## src/design/tsm_pkg.sv

```systemverilog
/*
  Constants, register map and state encodings for the touch sensor
  mode and low-power controller.
  Assumes a 100 MHz core clock and a 7-bit I2C slave address.
*/
package tsm_pkg;
  // ---------------------------------------------------------------
  // register map and reset values
  // ---------------------------------------------------------------
  localparam logic [7:0] ADDR_MASTER_TICK = 8'h0E;
  localparam logic [7:0] ADDR_LOW_POWER = 8'h11;
  localparam logic [7:0] ADDR_MODE_CONFIG = 8'h13;
  localparam logic [7:0] RST_MASTER_TICK = 8'h05;
  localparam logic [7:0] RST_LOW_POWER = 8'h00;
  localparam logic [7:0] RST_MODE_CONFIG = 8'h14;
  localparam logic [7:0] RD_UNMAPPED = 8'h00;
  // ---------------------------------------------------------------
  // field positions
  // ---------------------------------------------------------------
  localparam int CFG_RUN_BIT = 0;
  localparam int CFG_INTERRUPT_ENABLE_BIT_BIT = 1;
  localparam int CFG_DUTY_N_BIT = 2;
  localparam int CFG_RSVD_BIT = 3;
  localparam int CFG_SOFTRST_N_BIT = 4;
  localparam int CFG_RATE_LSB = 5;
  localparam int LP_IDLE_LSB = 5;
  localparam int LP_SLEEP_LSB = 0;
  // ---------------------------------------------------------------
  // tick and scan arithmetic
  // ---------------------------------------------------------------
  localparam logic [7:0] TICK_OFFSET_MS = 8'h05;
  localparam logic [7:0] TICK_FIELD_MAX = 8'h1A;
  localparam logic [7:0] TICK_FORCE_VAL = 8'h1A;
  localparam logic [7:0] FIXED_TICK_MS = 8'h08;
  localparam logic [2:0] DEBOUNCE_MULT = 3'h4;
  localparam logic [2:0] IDLE_MULT = 3'h6;
  // ---------------------------------------------------------------
  // timing
  // ---------------------------------------------------------------
  localparam int CLK_PERIOD_NS = 10;
  localparam int MS_IN_NS = 1000000;
  localparam int MS_CYC = (MS_IN_NS + CLK_PERIOD_NS - 1) / CLK_PERIOD_NS;
  localparam int MS_CNT_W = 17;
  localparam logic [6:0] DEF_SLAVE_ADDR = 7'h5D;  // arbitrary value
  // ---------------------------------------------------------------
  // I2C slave states
  // ---------------------------------------------------------------
  typedef enum logic [3:0] {
    ST_IDLE = 4'b0000,
    ST_ADDR = 4'b0001,
    ST_ACKA = 4'b0010,
    ST_REG = 4'b0011,
    ST_ACKR = 4'b0100,
    ST_WDATA = 4'b0101,
    ST_ACKW = 4'b0110,
    ST_RDATA = 4'b0111,
    ST_RACK = 4'b1000
  } tsm_i2c_st_t;
endpackage : tsm_pkg

```

## src/design/tsm_mode_ctrl.sv

```systemverilog
/*
  Operating-mode, tick and low-power scan controller with its I2C
  register slave (master tick, low power and mode configuration).
  Assumes SCL, SDA and the attention pin arrive asynchronously; the
  sample period, touch and interrupt-issued inputs come from logic
  on the same clock. SDA is open drain, resolved outside.
*/
//
// Behaviour
// - full run scans, I2C up, master tick
// - master tick only in full run; else 8ms
// - tick out of range forced to 0x1A
// - primary tick equals field plus five ms
// - duty-cycled run sleeps between scans, I2C unanswered
// - attention or a soft reset exits duty-cycled run; only attention exits off
// - idle stop answers, accepts all writes
// - off stop: no scan, no I2C
// - interrupt spacing is rate plus one ticks
// - config bit4 low applies global reset
// - config bit2 low enables duty cycling
// - config bit1 gates interrupt function
// - config bit0 high enables scanning
// - attention falling edge sets duty-cycle bit
// - low-power rate switching only in duty-cycled run
// - normal period k*sample*4*8ms
// - idle timeout k*sample*idle*6*8ms
// - normal first, sleep after idle, touch returns
// - idle field zero disables low power
// - sleep field zero disables low power
// - run modes accept only config writes
// - reset values 0x14, 0x05, 0x00
`timescale 1ns/100ps
`default_nettype none
module tsm_mode_ctrl
  import tsm_pkg::*;
#(
  parameter int MS_CYCLES = MS_CYC,
  parameter logic [6:0] SLAVE_ADDR = DEF_SLAVE_ADDR
)
(
  input wire logic clock,  // core clock
  input wire logic rst,  // synchronous reset, active high
  input wire logic sclIn,  // I2C clock pin
  input wire logic sdaIn,  // I2C data pin level
  output logic sdaOut,  // I2C data drive value
  output logic sdaOe,  // I2C data drive enable
  input wire logic attentionInput,  // attention pin
  input wire logic [7:0] samplePeriod,  // sample period field
  input wire logic touchDetected,  // touch seen this cycle
  input wire logic irqIssued,  // interrupt just raised
  output logic irqAllowed,  // interrupt may be raised now
  output logic masterTick,  // one-cycle tick pulse
  output logic scanStrobe,  // one-cycle scan start
  output logic scanEnable,  // a run mode is active
  output logic sleepScan,  // scanning at sleep period
  output logic sensorReset,  // one-cycle global reset
  output logic [1:0] modeOut  // {run, duty_n}
);
  // ---------------------------------------------------------------
  // state
  // ---------------------------------------------------------------
  typedef struct packed {
    logic scl1, scl2, sclPrev;
    logic sda1, sda2, sdaPrev;
    logic att1, att2, attPrev;
    tsm_i2c_st_t st;
    logic [3:0] bitCnt;
    logic [7:0] shift;
    logic rw;
    logic [7:0] ptr;
    logic sdaDrive;
    logic [7:0] tickField;
    logic [7:0] lowPower;
    logic [7:0] modeCfg;
    logic [MS_CNT_W-1:0] msCnt;
    logic [MS_CNT_W-1:0] awakeCnt;
    logic [7:0] tickMsCnt;
    logic tick;
    logic [3:0] irqGap;
    logic [19:0] scanCnt;
    logic [19:0] idleCnt;
    logic sleep;
    logic scan;
    logic swReset;
  } tsm_state_t;

  tsm_state_t s_reg, s_next;

  // scan-period arithmetic in units of 8ms ticks
  function automatic logic [19:0] tsm_ticks(input logic [7:0] tick, input logic [7:0] sample_period_field,
                                            input logic [4:0] factor, input logic [2:0] mult);
    logic [31:0] prod;
    prod = (({24'h000000, tick} + {24'h000000, TICK_OFFSET_MS}) / 32'h00000008 + 32'h00000001)
           * {24'h000000, sample_period_field} * {27'h0000000, factor} * {29'h00000000, mult};
    return prod[19:0];
  endfunction : tsm_ticks

  function automatic logic [7:0] tsm_read(input tsm_state_t s);
    case (s.ptr)
      ADDR_MASTER_TICK: return s.tickField;
      ADDR_LOW_POWER: return s.lowPower;
      ADDR_MODE_CONFIG: return s.modeCfg;
      default: return RD_UNMAPPED;
    endcase
  endfunction : tsm_read

  // ---------------------------------------------------------------
  // decoded modes and derived values
  // ---------------------------------------------------------------
  logic runBit, dutyN, fullRun, dcRun, idleStop, offStop;
  logic sclRise, sclFall, startCond, stopCond, attFall;
  logic awake, lpEnabled;
  logic [7:0] tickMs;
  logic [2:0] idleFactor;
  logic [4:0] sleepFactor;
  logic [19:0] normalPer, sleepPer, idleTimeout, curPer;
  logic [7:0] wrData;

  assign runBit = s_reg.modeCfg[CFG_RUN_BIT];
  assign dutyN = s_reg.modeCfg[CFG_DUTY_N_BIT];
  assign fullRun = runBit & dutyN;
  assign dcRun = runBit & ~dutyN;
  assign idleStop = ~runBit & dutyN;
  assign offStop = ~runBit & ~dutyN;
  assign sclRise = s_reg.scl2 & ~s_reg.sclPrev;
  assign sclFall = ~s_reg.scl2 & s_reg.sclPrev;
  assign startCond = s_reg.scl2 & s_reg.sclPrev & s_reg.sdaPrev & ~s_reg.sda2;
  assign stopCond = s_reg.scl2 & s_reg.sclPrev & ~s_reg.sdaPrev & s_reg.sda2;
  assign attFall = s_reg.attPrev & ~s_reg.att2;
  // the tick field only counts in full run; elsewhere the fixed 8ms tick
  assign tickMs = fullRun ? s_reg.tickField + TICK_OFFSET_MS : FIXED_TICK_MS;
  assign idleFactor = s_reg.lowPower[LP_IDLE_LSB +: 3];
  assign sleepFactor = s_reg.lowPower[LP_SLEEP_LSB +: 5];
  assign lpEnabled = dcRun & (idleFactor != 3'h0) & (sleepFactor != 5'h00);
  assign normalPer = tsm_ticks(s_reg.tickField, samplePeriod, 5'h01, DEBOUNCE_MULT);
  assign sleepPer = tsm_ticks(s_reg.tickField, samplePeriod, sleepFactor, DEBOUNCE_MULT);
  assign idleTimeout = tsm_ticks(s_reg.tickField, samplePeriod, {2'h0, idleFactor}, IDLE_MULT);
  assign curPer = s_reg.sleep ? sleepPer : normalPer;
  // in duty-cycled run the interface is only awake just after a scan
  assign awake = fullRun | idleStop | (dcRun & (s_reg.awakeCnt != '0));
  assign wrData = {s_reg.shift[6:0], s_reg.sda2};

  // ---------------------------------------------------------------
  // next-state logic
  // ---------------------------------------------------------------
  always_comb
  begin
    s_next = s_reg;
    s_next.tick = 1'b0;
    s_next.scan = 1'b0;
    s_next.swReset = 1'b0;
    // pin synchronisers; first stage feeds only the second
    s_next.scl1 = sclIn;
    s_next.scl2 = s_reg.scl1;
    s_next.sclPrev = s_reg.scl2;
    s_next.sda1 = sdaIn;
    s_next.sda2 = s_reg.sda1;
    s_next.sdaPrev = s_reg.sda2;
    s_next.att1 = attentionInput;
    s_next.att2 = s_reg.att1;
    s_next.attPrev = s_reg.att2;

    // millisecond prescaler and master tick
    if (s_reg.msCnt >= MS_CNT_W'(MS_CYCLES - 1))
    begin
      s_next.msCnt = '0;
      if (s_reg.tickMsCnt + 8'h01 >= tickMs)
      begin
        s_next.tickMsCnt = 8'h00;
        s_next.tick = 1'b1;
      end
      else
        s_next.tickMsCnt = s_reg.tickMsCnt + 8'h01;
    end
    else
      s_next.msCnt = s_reg.msCnt + MS_CNT_W'(1);

    // interrupt spacing in master ticks
    if (irqIssued)
      s_next.irqGap = {1'b0, s_reg.modeCfg[CFG_RATE_LSB +: 3]} + 4'h1;
    else if (s_reg.tick && s_reg.irqGap != 4'h0)
      s_next.irqGap = s_reg.irqGap - 4'h1;

    // scan scheduling; full run scans on every tick
    if (fullRun)
    begin
      s_next.scan = s_reg.tick;
      s_next.scanCnt = '0;
      s_next.idleCnt = '0;
      s_next.sleep = 1'b0;
    end
    else if (dcRun)
    begin
      if (s_reg.tick)
      begin
        if (s_reg.scanCnt + 20'h00001 >= curPer)
        begin
          s_next.scanCnt = '0;
          s_next.scan = 1'b1;
        end
        else
          s_next.scanCnt = s_reg.scanCnt + 20'h00001;
        if (s_reg.idleCnt + 20'h00001 >= idleTimeout && lpEnabled)
          s_next.sleep = 1'b1;
        else
          s_next.idleCnt = s_reg.idleCnt + 20'h00001;
      end
      if (touchDetected || !lpEnabled)
      begin
        s_next.sleep = 1'b0;
        s_next.idleCnt = '0;
      end
    end
    else
    begin
      s_next.scanCnt = '0;
      s_next.idleCnt = '0;
      s_next.sleep = 1'b0;
    end
    // wake window after each scan, one millisecond long
    if (s_reg.scan)
      s_next.awakeCnt = MS_CNT_W'(MS_CYCLES);
    else if (s_reg.awakeCnt != '0)
      s_next.awakeCnt = s_reg.awakeCnt - MS_CNT_W'(1);

    // I2C slave
    case (s_reg.st)
      ST_IDLE:
        s_next.sdaDrive = 1'b0;
      ST_ADDR, ST_REG, ST_WDATA:
      begin
        if (sclRise)
        begin
          s_next.shift = wrData;
          s_next.bitCnt = s_reg.bitCnt + 4'h1;
        end
        else if (sclFall && s_reg.bitCnt == 4'h8)
        begin
          s_next.bitCnt = 4'h0;
          s_next.sdaDrive = 1'b1;
          if (s_reg.st == ST_ADDR)
          begin
            s_next.rw = s_reg.shift[0];
            s_next.st = ST_ACKA;
            if (s_reg.shift[7:1] != SLAVE_ADDR || !awake)
            begin
              s_next.sdaDrive = 1'b0;
              s_next.st = ST_IDLE;
            end
          end
          else if (s_reg.st == ST_REG)
          begin
            s_next.ptr = s_reg.shift;
            s_next.st = ST_ACKR;
          end
          else
          begin
            s_next.st = ST_ACKW;
            s_next.ptr = s_reg.ptr + 8'h01;
            if (s_reg.ptr == ADDR_MODE_CONFIG)
            begin
              s_next.modeCfg = s_reg.shift & ~(8'h01 << CFG_RSVD_BIT);
              if (!idleStop)
              begin
                // mode bits stay put only in duty-cycled run; the pin or a soft reset leaves it
                s_next.modeCfg[CFG_RUN_BIT] = dcRun ? runBit : s_reg.shift[CFG_RUN_BIT];
                s_next.modeCfg[CFG_DUTY_N_BIT] = dcRun ? dutyN : s_reg.shift[CFG_DUTY_N_BIT];
              end
              if (!s_reg.shift[CFG_SOFTRST_N_BIT])
              begin
                s_next.swReset = 1'b1;
                s_next.modeCfg = RST_MODE_CONFIG;
                s_next.tickField = RST_MASTER_TICK;
                s_next.lowPower = RST_LOW_POWER;
              end
            end
            else if (idleStop && s_reg.ptr == ADDR_MASTER_TICK)
              s_next.tickField = (s_reg.shift > TICK_FIELD_MAX) ? TICK_FORCE_VAL : s_reg.shift;
            else if (idleStop && s_reg.ptr == ADDR_LOW_POWER)
              s_next.lowPower = s_reg.shift;
          end
        end
      end
      ST_ACKA, ST_ACKR, ST_ACKW:
        if (sclFall)
        begin
          s_next.sdaDrive = 1'b0;
          s_next.st = (s_reg.st == ST_ACKA) ? ST_REG : ST_WDATA;
          if (s_reg.st == ST_ACKA && s_reg.rw)
          begin
            s_next.shift = tsm_read(s_reg);
            s_next.sdaDrive = ~s_next.shift[7];  // msb goes out first
            s_next.bitCnt = 4'h1;
            s_next.st = ST_RDATA;
          end
        end
      ST_RDATA:
        if (sclFall)
        begin
          if (s_reg.bitCnt == 4'h8)
          begin
            s_next.sdaDrive = 1'b0;
            s_next.ptr = s_reg.ptr + 8'h01;
            s_next.st = ST_RACK;
          end
          else
          begin
            s_next.shift = {s_reg.shift[6:0], 1'b0};
            s_next.sdaDrive = ~s_reg.shift[6];
            s_next.bitCnt = s_reg.bitCnt + 4'h1;
          end
        end
      ST_RACK:
        if (sclRise)
          s_next.rw = ~s_reg.sda2;  // keep master ack
        else if (sclFall)
        begin
          s_next.st = s_reg.rw ? ST_RDATA : ST_IDLE;
          s_next.shift = tsm_read(s_reg);
          s_next.sdaDrive = s_reg.rw & ~s_next.shift[7];
          s_next.bitCnt = 4'h1;
        end
      default:
      begin
        s_next.st = ST_IDLE;
        s_next.sdaDrive = 1'b0;
      end
    endcase
    // a start restarts framing, a stop ends it, whatever the state
    if (startCond)
    begin
      s_next.st = ST_ADDR;
      s_next.bitCnt = 4'h0;
      s_next.sdaDrive = 1'b0;
    end
    else if (stopCond)
    begin
      s_next.st = ST_IDLE;
      s_next.sdaDrive = 1'b0;
    end

    // the pin wins over a write clearing the bit in the same cycle
    if (attFall)
      s_next.modeCfg[CFG_DUTY_N_BIT] = 1'b1;
  end

  // ---------------------------------------------------------------
  // state register
  // ---------------------------------------------------------------
  always_ff @(posedge clock)
  begin
    if (rst)
    begin
      s_reg <= '0;
      s_reg.scl1 <= 1'b1;
      s_reg.scl2 <= 1'b1;
      s_reg.sclPrev <= 1'b1;
      s_reg.sda1 <= 1'b1;
      s_reg.sda2 <= 1'b1;
      s_reg.sdaPrev <= 1'b1;
      s_reg.att1 <= 1'b1;
      s_reg.att2 <= 1'b1;
      s_reg.attPrev <= 1'b1;
      s_reg.st <= ST_IDLE;
      s_reg.tickField <= RST_MASTER_TICK;
      s_reg.lowPower <= RST_LOW_POWER;
      s_reg.modeCfg <= RST_MODE_CONFIG;
    end
    else
      s_reg <= s_next;
  end

  // ---------------------------------------------------------------
  // outputs
  // ---------------------------------------------------------------
  assign sdaOut = 1'b0;  // open drain: only ever pulls low
  assign sdaOe = s_reg.sdaDrive;
  assign irqAllowed = s_reg.modeCfg[CFG_INTERRUPT_ENABLE_BIT_BIT] & (s_reg.irqGap == 4'h0);
  assign masterTick = s_reg.tick;
  assign scanStrobe = s_reg.scan;
  assign scanEnable = runBit;
  assign sleepScan = s_reg.sleep;
  assign sensorReset = s_reg.swReset;
  assign modeOut = {runBit, dutyN};
endmodule : tsm_mode_ctrl
`default_nettype wire

```

## config.mk

```make
export PLATFORM = sky130hd
export DESIGN_NAME = tsm_mode_ctrl
export DESIGN_NICKNAME = d
export VERILOG_FILES = /design/src/design/tsm_pkg.sv /design/src/design/tsm_mode_ctrl.sv
export SDC_FILE = /design/constraint.sdc
export NUM_CORES = 1
export LEC_CHECK = 0
export BUFFER_PORTS_ARGS = -buffer_cell sky130_fd_sc_hd__buf_2
export CAP_MARGIN = 20
export CORE_ASPECT_RATIO = 2
export CORE_UTILIZATION = 45
export DETAILED_ROUTE_END_ITERATION = 7
export HOLD_SLACK_MARGIN = 0.06
export SLEW_MARGIN = 0
export SYNTH_ARGS = -nofsm -noshare
export SYNTH_HDL_FRONTEND = slang
export SYNTH_SLANG_ARGS = --single-unit
export TNS_END_PERCENT = 20
```

## constraint.sdc

```tcl
create_clock -name clock -period 25.1 [get_ports clock]
set_input_delay 2.51 -clock clock [delete_from_list [all_inputs] [get_ports clock]]
set_output_delay 2.51 -clock clock [all_outputs]
set_load 0.05 [all_outputs]
```

After elaboration in Yosys (flattened, before gate mapping)
Cells that the tools add are included.
Word-level totals
  register bits: 149
  output and inout port bits: 10
  word-level logic and storage cells: 250
Cells by class
  add/subtract/negate cells: 12
  $mul: 4
  order comparisons: 5
  eq/ne operators: 38
  multiplexer cells: 74
  bitwise logic cells: 38
  reduce and logical (&&, ||, !) cells: 47
Operators by type and width (count)
  $mux W8: 18
  $mux W16: 5
  $mux W24: 3
  $mux W34: 2
  $mux W20: 3
  $pmux W12 S4: 1
  $mux W42: 1
  $add A20 B1 Y20 const B: 2
  $ge A20 B20 Y1: 2
  $reduce_and A8 Y1: 5
  $mux W17: 2
  $mul A32 B5 Y18: 1
  $ne A2 B2 Y1 const B: 15
  $ne A4 B4 Y1 const B: 7
  $mux W4: 6
  $pmux W8 S3: 1
  $mux W1: 21
  $not A1 Y1: 20
  $pmux W4 S5: 1
  $mul A18 B2 Y19 const B: 1
  $mul A15 B3 Y18: 1
  $reduce_and A6 Y1: 3
  $add A17 B1 Y17 const B: 1
  $ge A17 B17 Y1 const B: 1
  46 further kinds: 95

Longest topological paths before layout
  depth in word-level cells: 13
  mapped depth: 50
  mapped depth without buffers: 47

Worst setup path after synthesis
Ideal clock, no wire load.
  kind: input to register
  start point: in samplePeriod[2]
  end point: reg s_reg[30] (netlist bit)
  arrival time: 11.488 ns
  setup slack: 13.553 ns
  cell stages on the path: 37
  buffers on the path: 1
  cells stage by stage: nor2b_1 fa_1 fa_1 fa_1 inv_1 fa_1 inv_1 ha_1 or2_2 o311ai_0 nor2b_1 o21a_1 nor2_1 and2_1 fa_1 fa_1 inv_1 fa_1 inv_1 ha_1 and3_1 and3_1 a211o_1 o21ai_0 nand2b_1 a21oi_1 xnor2_1 nand2_1 ha_1 a21o_1 a211oi_1 o221ai_1 nor3_1 a221oi_1 nor3b_1 clkbuf_1 a22o_1
Between the ends
  word-level cells in the longest chain between the ends: 5
Ends and longest elaborated chain
  from (decl): RTL line tsm_mode_ctrl.sv:48  | input wire logic [7:0] samplePeriod,
  $mul A7 B8 Y15 *: RTL line tsm_mode_ctrl.sv:94  | * {24'h000000, sample_period_field} * {27'h0000000, factor} * {29'h00000000, mult};
  $mul A32 B5 Y18: RTL line tsm_mode_ctrl.sv:94
  $mux W20 *: RTL line tsm_mode_ctrl.sv:138  | assign curPer = s_reg.sleep ? sleepPer : normalPer;
  $ge A20 B20 Y1 *: RTL line tsm_mode_ctrl.sv:196  | if (s_reg.scanCnt + 20'h00001 >= curPer)
  $mux W20 *: RTL line tsm_mode_ctrl.sv:196
  to (signal assigned): RTL line tsm_mode_ctrl.sv:370  | s_reg <= s_next;
  to (decl): RTL line tsm_mode_ctrl.sv:87  | tsm_state_t s_reg, s_next;
Every way passes the cells marked *; elsewhere a longest branch is shown, timed or not.
A chain may end at the register's enable or synchronous reset.

Final worst setup path
  start point: in samplePeriod[3]
  end point: reg s_reg[22] (netlist bit)
Between the ends
  word-level cells in the longest chain between the ends: 7
Ends and longest elaborated chain
  $mul A7 B8 Y15: RTL line tsm_mode_ctrl.sv:94
  $mul A15 B3 Y18: RTL line tsm_mode_ctrl.sv:94
  $mul A18 B2 Y19: RTL line tsm_mode_ctrl.sv:94
  $ge A20 B20 Y1: RTL line tsm_mode_ctrl.sv:203  | if (s_reg.idleCnt + 20'h00001 >= idleTimeout && lpEnabled)
  $logic_and A1 B1 Y1: RTL line tsm_mode_ctrl.sv:203
  $not A1 Y1 (no source line)
  $reduce_and A2 Y1 (no source line)
Every way passes these cells.

==> flow_summary.toml <==
[worst_hold_path]
hp-class = "reg2reg"
min_path_cells = 1
worstHoldStart = "s_next[141]$_SDFF_PP1_"
min_to = "s_next[140]$_SDFF_PP1_"

[place]
place_congestion = 0.882
dp.cells = 2219
numPortBuffers = 23
post-dp-hpwl_um = 29300

[worst_setup_path]
worstPathArrival_ns = 12.46
cp-end-kind = "register"
r2r_end = "s_reg[22]$_SDFFE_PP0P_"
crit_required_ns = 25.47
crit_buf_inv = 7
slowest_delay_ns = 0.63
cp_max_fo = 21
reg2regPathDepth = 45
critPathLaunchType = "primary input"
critPathKind = "in2reg"
reg2reg_slack_ns = 13.07
crit_family = "adder cells"
slowest_stage = "a2111oi_0"
reg2reg_from = "s_reg[107]$_SDFFE_PP0P_"

[clock_tree]
h-tree-depth = 4
cts_setup_buffers = 0
cts_tree = "done"
cts-root-buf = "clkbuf_16"
ctsResizeCount = 0
numCtsBuffers = 17
cts.clk_slew.worst_paths_ns = 0.06
cts_buffer_depth = 2
clkSinkCount = 147
insertion_delay_ns = 0.45
cts-hold-fix-buffers = 0

[power_and_ir_drop]
power.leakage_nw = 6.93
seqPwrFrac = 0.406
cellInternalPower_mw = 0.447
power.switching_mw = 0.219
total_power_mw = 0.667
p_sw_frac = 0.329
power_density_mw_per_mm2 = 42.4
combPwrFrac = 0.220
pwr-share-clk = 0.374
peakVddDrop_uv = 73.7

[yosys]
ys.flop_type = "dfxtp_1"
ys_types = 76
synthesis.area_mm2 = 0.0147
syn_area_per_cell_um2 = 8.06
ys_warn_count = 0
synth-edff-count = 0
synthArstFlopShare = 0
ys_seq_area_frac = 0.201
ys_ff_latch = 147
syn_inst = 1818

[global_route]
grt_pass1_vias = 12768
grt_overflow = 0
antenna_found_initial = 1
grt_pass1_wl_um = 60900
grt_usage = 0.233
grt_max_degree = 69

[sta]
finClkSkew_ns = 0.0105
rsz0062_at_grt = "no"
final_hold_viol_count = 0
fin_crit_ns = 12.09
maxSlewViolCount = 0
whs_ns = 0.408
period_share = 0.482
max_freq_ghz = 0.0827
setup-tns-final_ns = 0
relSlewSlack = 0.298
max_slew.worst_pin.slew_ns = 1.05
setup_viol = 0

[route]
drtPass1Iterations = 5
viasPerCell = 5.60
wirelength_um = 36900
wl_per_cell_um = 16.4
drc_errors = 0
routed-via-count = 12584
ant_nets = 0
drt_iter0_markers = 423

[floorplan]
design.core.area_mm2 = 0.0321
die_height_um = 257
ios = 25
dieArea_mm2 = 0.0333
die_width_um = 130
row_count = 93
initial_utilization = 0.456

[layout]
stdcell_count = 2249
layout-drive-gt1-share = 0.0565
insertedDiodeCount = 0
largest_reg_flops = 131
area_delta_synth_final_pct = 7.19
n_fill_cell = 3236
layout.nets = 2058

[run_status]
status = "completed"

[flow_run]
cap_violations = 0
-- area by class of cell --
| class | count | area [µm²] | area share |
|---|---|---|---|
| multi-input combinational | 1471 | 11000 | 0.697 |
| tap | 427 | 534 | 0.0340 |
| inverter | 138 | 518 | 0.0330 |
| sequential | 147 | 2940 | 0.187 |
| clock buffer | 17 | 425 | 0.0271 |
| timing repair buffer | 36 | 213 | 0.0135 |
| clock inverter | 13 | 128 | 0.00812 |
-- metrics by stage --
| stage | cell area [µm²] | util | setup WS [ns] |
|---|---|---|---|
| floorplan | 14700 | - | 13.55 |
| global placement | 15100 | 0.472 | 12.11 |
| detailed placement | 15200 | 0.472 | 12.49 |
| CTS | 15700 | 0.489 | 12.95 |
| global route | 15700 | 0.489 | 12.15 |
| finish | 15700 | 0.489 | 13.01 |
-- cell usage in the layout (no fill, tap or decap), types with 25 or more instances in the layout --
| master | synthesis | layout |
|---|---|---|
| a211oi_1 | 29 | 29 |
| a21o_1 | 26 | 26 |
| a21oi_1 | 111 | 111 |
| and2_1 | 87 | 87 |
| and3_1 | 26 | 26 |
| dfxtp_1 | 147 | 147 |
| fa_1 | 82 | 82 |
| ha_1 | 150 | 150 |
| inv_1 | 138 | 138 |
| nand2_1 | 171 | 171 |
| nand2b_1 | 38 | 38 |
| nand3_1 | 55 | 55 |
| nor2_1 | 151 | 151 |
| nor2b_1 | 25 | 25 |
| nor3_1 | 33 | 33 |
| o21ai_0 | 82 | 82 |
| xnor2_1 | 76 | 76 |
| xor2_1 | 62 | 62 |
-- worst reg2reg max path: cells and delay by family (launching register included) --
family                   cells  cell delay [ns]
AND/OR/NAND/NOR              8             1.83
buffers and inverters        7             0.75
adder cells (fa/ha/maj)      9             3.70
flip-flops                   1             0.37
AO/OA/AOI/OAI               17             4.14
XOR/XNOR                     4             1.15
-- routing by layer --
| layer | part of all wire | vias to the layer above | routed length, µm | global-route usage |
|---|---|---|---|---|
| li1 | - | 6258 | - | - |
| met3 | 0.024 | 96 | 883 | 0.0331 |
| met5 | 0.00046 | - | 17 | 0 |
| met4 | 0.046 | 2 | 1710 | 0.124 |
| met1 | 0.35 | 6039 | 13000 | 0.216 |
| met2 | 0.58 | 189 | 21300 | 0.467 |
-- power groups by stage --
stage / Combinational [mW] / Sequential, mW / Clock [mW]
5_1_grt: 0.164 / 0.273 / 0.266
6_report: 0.147 / 0.271 / 0.249
2_1_floorplan: 0.121 / 0.266 / 0
4_1_cts: 0.148 / 0.270 / 0.258
3_5_place_dp: 0.147 / 0.275 / 0
3_3_place_gp: 0.145 / 0.275 / 0
-- Yosys cell counts, types with 4 or more instances --
| cell type | number | share of area |
|---|---|---|
| nand2_1 | 171 | 0.044 |
| nor2_1 | 151 | 0.039 |
| ha_1 | 150 | 0.13 |
| dfxtp_1 | 147 | 0.20 |
| inv_1 | 138 | 0.035 |
| a21oi_1 | 111 | 0.038 |
| and2_1 | 87 | 0.037 |
| fa_1 | 82 | 0.11 |
| o21ai_0 | 82 | 0.028 |
| xnor2_1 | 76 | 0.045 |
| clkbuf_1 | 63 | 0.016 |
| xor2_1 | 62 | 0.037 |
| nand3_1 | 55 | 0.019 |
| nand2b_1 | 38 | 0.016 |
| nor3_1 | 33 | 0.011 |
| a211oi_1 | 29 | 0.015 |
| a21o_1 | 26 | 0.013 |
| and3_1 | 26 | 0.011 |
| nor2b_1 | 25 | 0.011 |
| a22o_1 | 22 | 0.013 |
| o31ai_1 | 19 | 0.0097 |
| or2_2 | 18 | 0.0077 |
| or3_1 | 18 | 0.0077 |
| mux2i_1 | 15 | 0.010 |
| nand4_1 | 15 | 0.0064 |
| a31oi_1 | 12 | 0.0051 |
| o211ai_1 | 12 | 0.0061 |
| o21a_1 | 11 | 0.0056 |
| o21bai_1 | 8 | 0.0041 |
| a21boi_0 | 7 | 0.0036 |
| a222oi_1 | 6 | 0.0041 |
| nand3b_1 | 6 | 0.0031 |
| o22ai_1 | 6 | 0.0026 |
| a211o_1 | 5 | 0.0030 |
| a2bb2oi_1 | 5 | 0.0030 |
| or4_1 | 5 | 0.0026 |
| a22oi_1 | 4 | 0.0020 |
| a32oi_1 | 4 | 0.0024 |
| nor3b_1 | 4 | 0.0020 |
| nor4_1 | 4 | 0.0017 |
| o2111ai_1 | 4 | 0.0024 |
-- kinds of logic (layout without fill, tap and decap cells) --
| logic type | Yosys count | in the layout | share of synthesized area |
|---|---|---|---|
| other cells | 2 | 9 | 0.000512 |
| mux | 18 | 18 | 0.0125 |
| buf+inv | 207 | 204 | 0.0543 |
| compound gates | 404 | 404 | 0.180 |
| simple gates | 669 | 669 | 0.228 |
| xor+xnor | 139 | 139 | 0.0840 |
| fa+ha+maj | 232 | 232 | 0.240 |
| flops | 147 | 147 | 0.201 |
-- worst max-delay path by stage --
stage / depth (start not counted) / slack [ns] / from / end
after floorplan: 37 / 13.55 / samplePeriod[2] / s_reg[30]$_SDFFE_PP0P_
after global placement: 40 / 12.11 / samplePeriod[3] / s_reg[34]$_SDFFE_PP0P_
after detailed placement: 37 / 12.49 / samplePeriod[4] / s_reg[22]$_SDFFE_PP0P_
after CTS: 40 / 12.95 / samplePeriod[3] / s_reg[22]$_SDFFE_PP0P_
after global routing: 44 / 12.15 / s_reg[107]$_SDFFE_PP0P_ / s_reg[22]$_SDFFE_PP0P_
final: 40 / 13.01 / samplePeriod[3] / s_reg[22]$_SDFFE_PP0P_
Power figures use the tool's default switching activity.
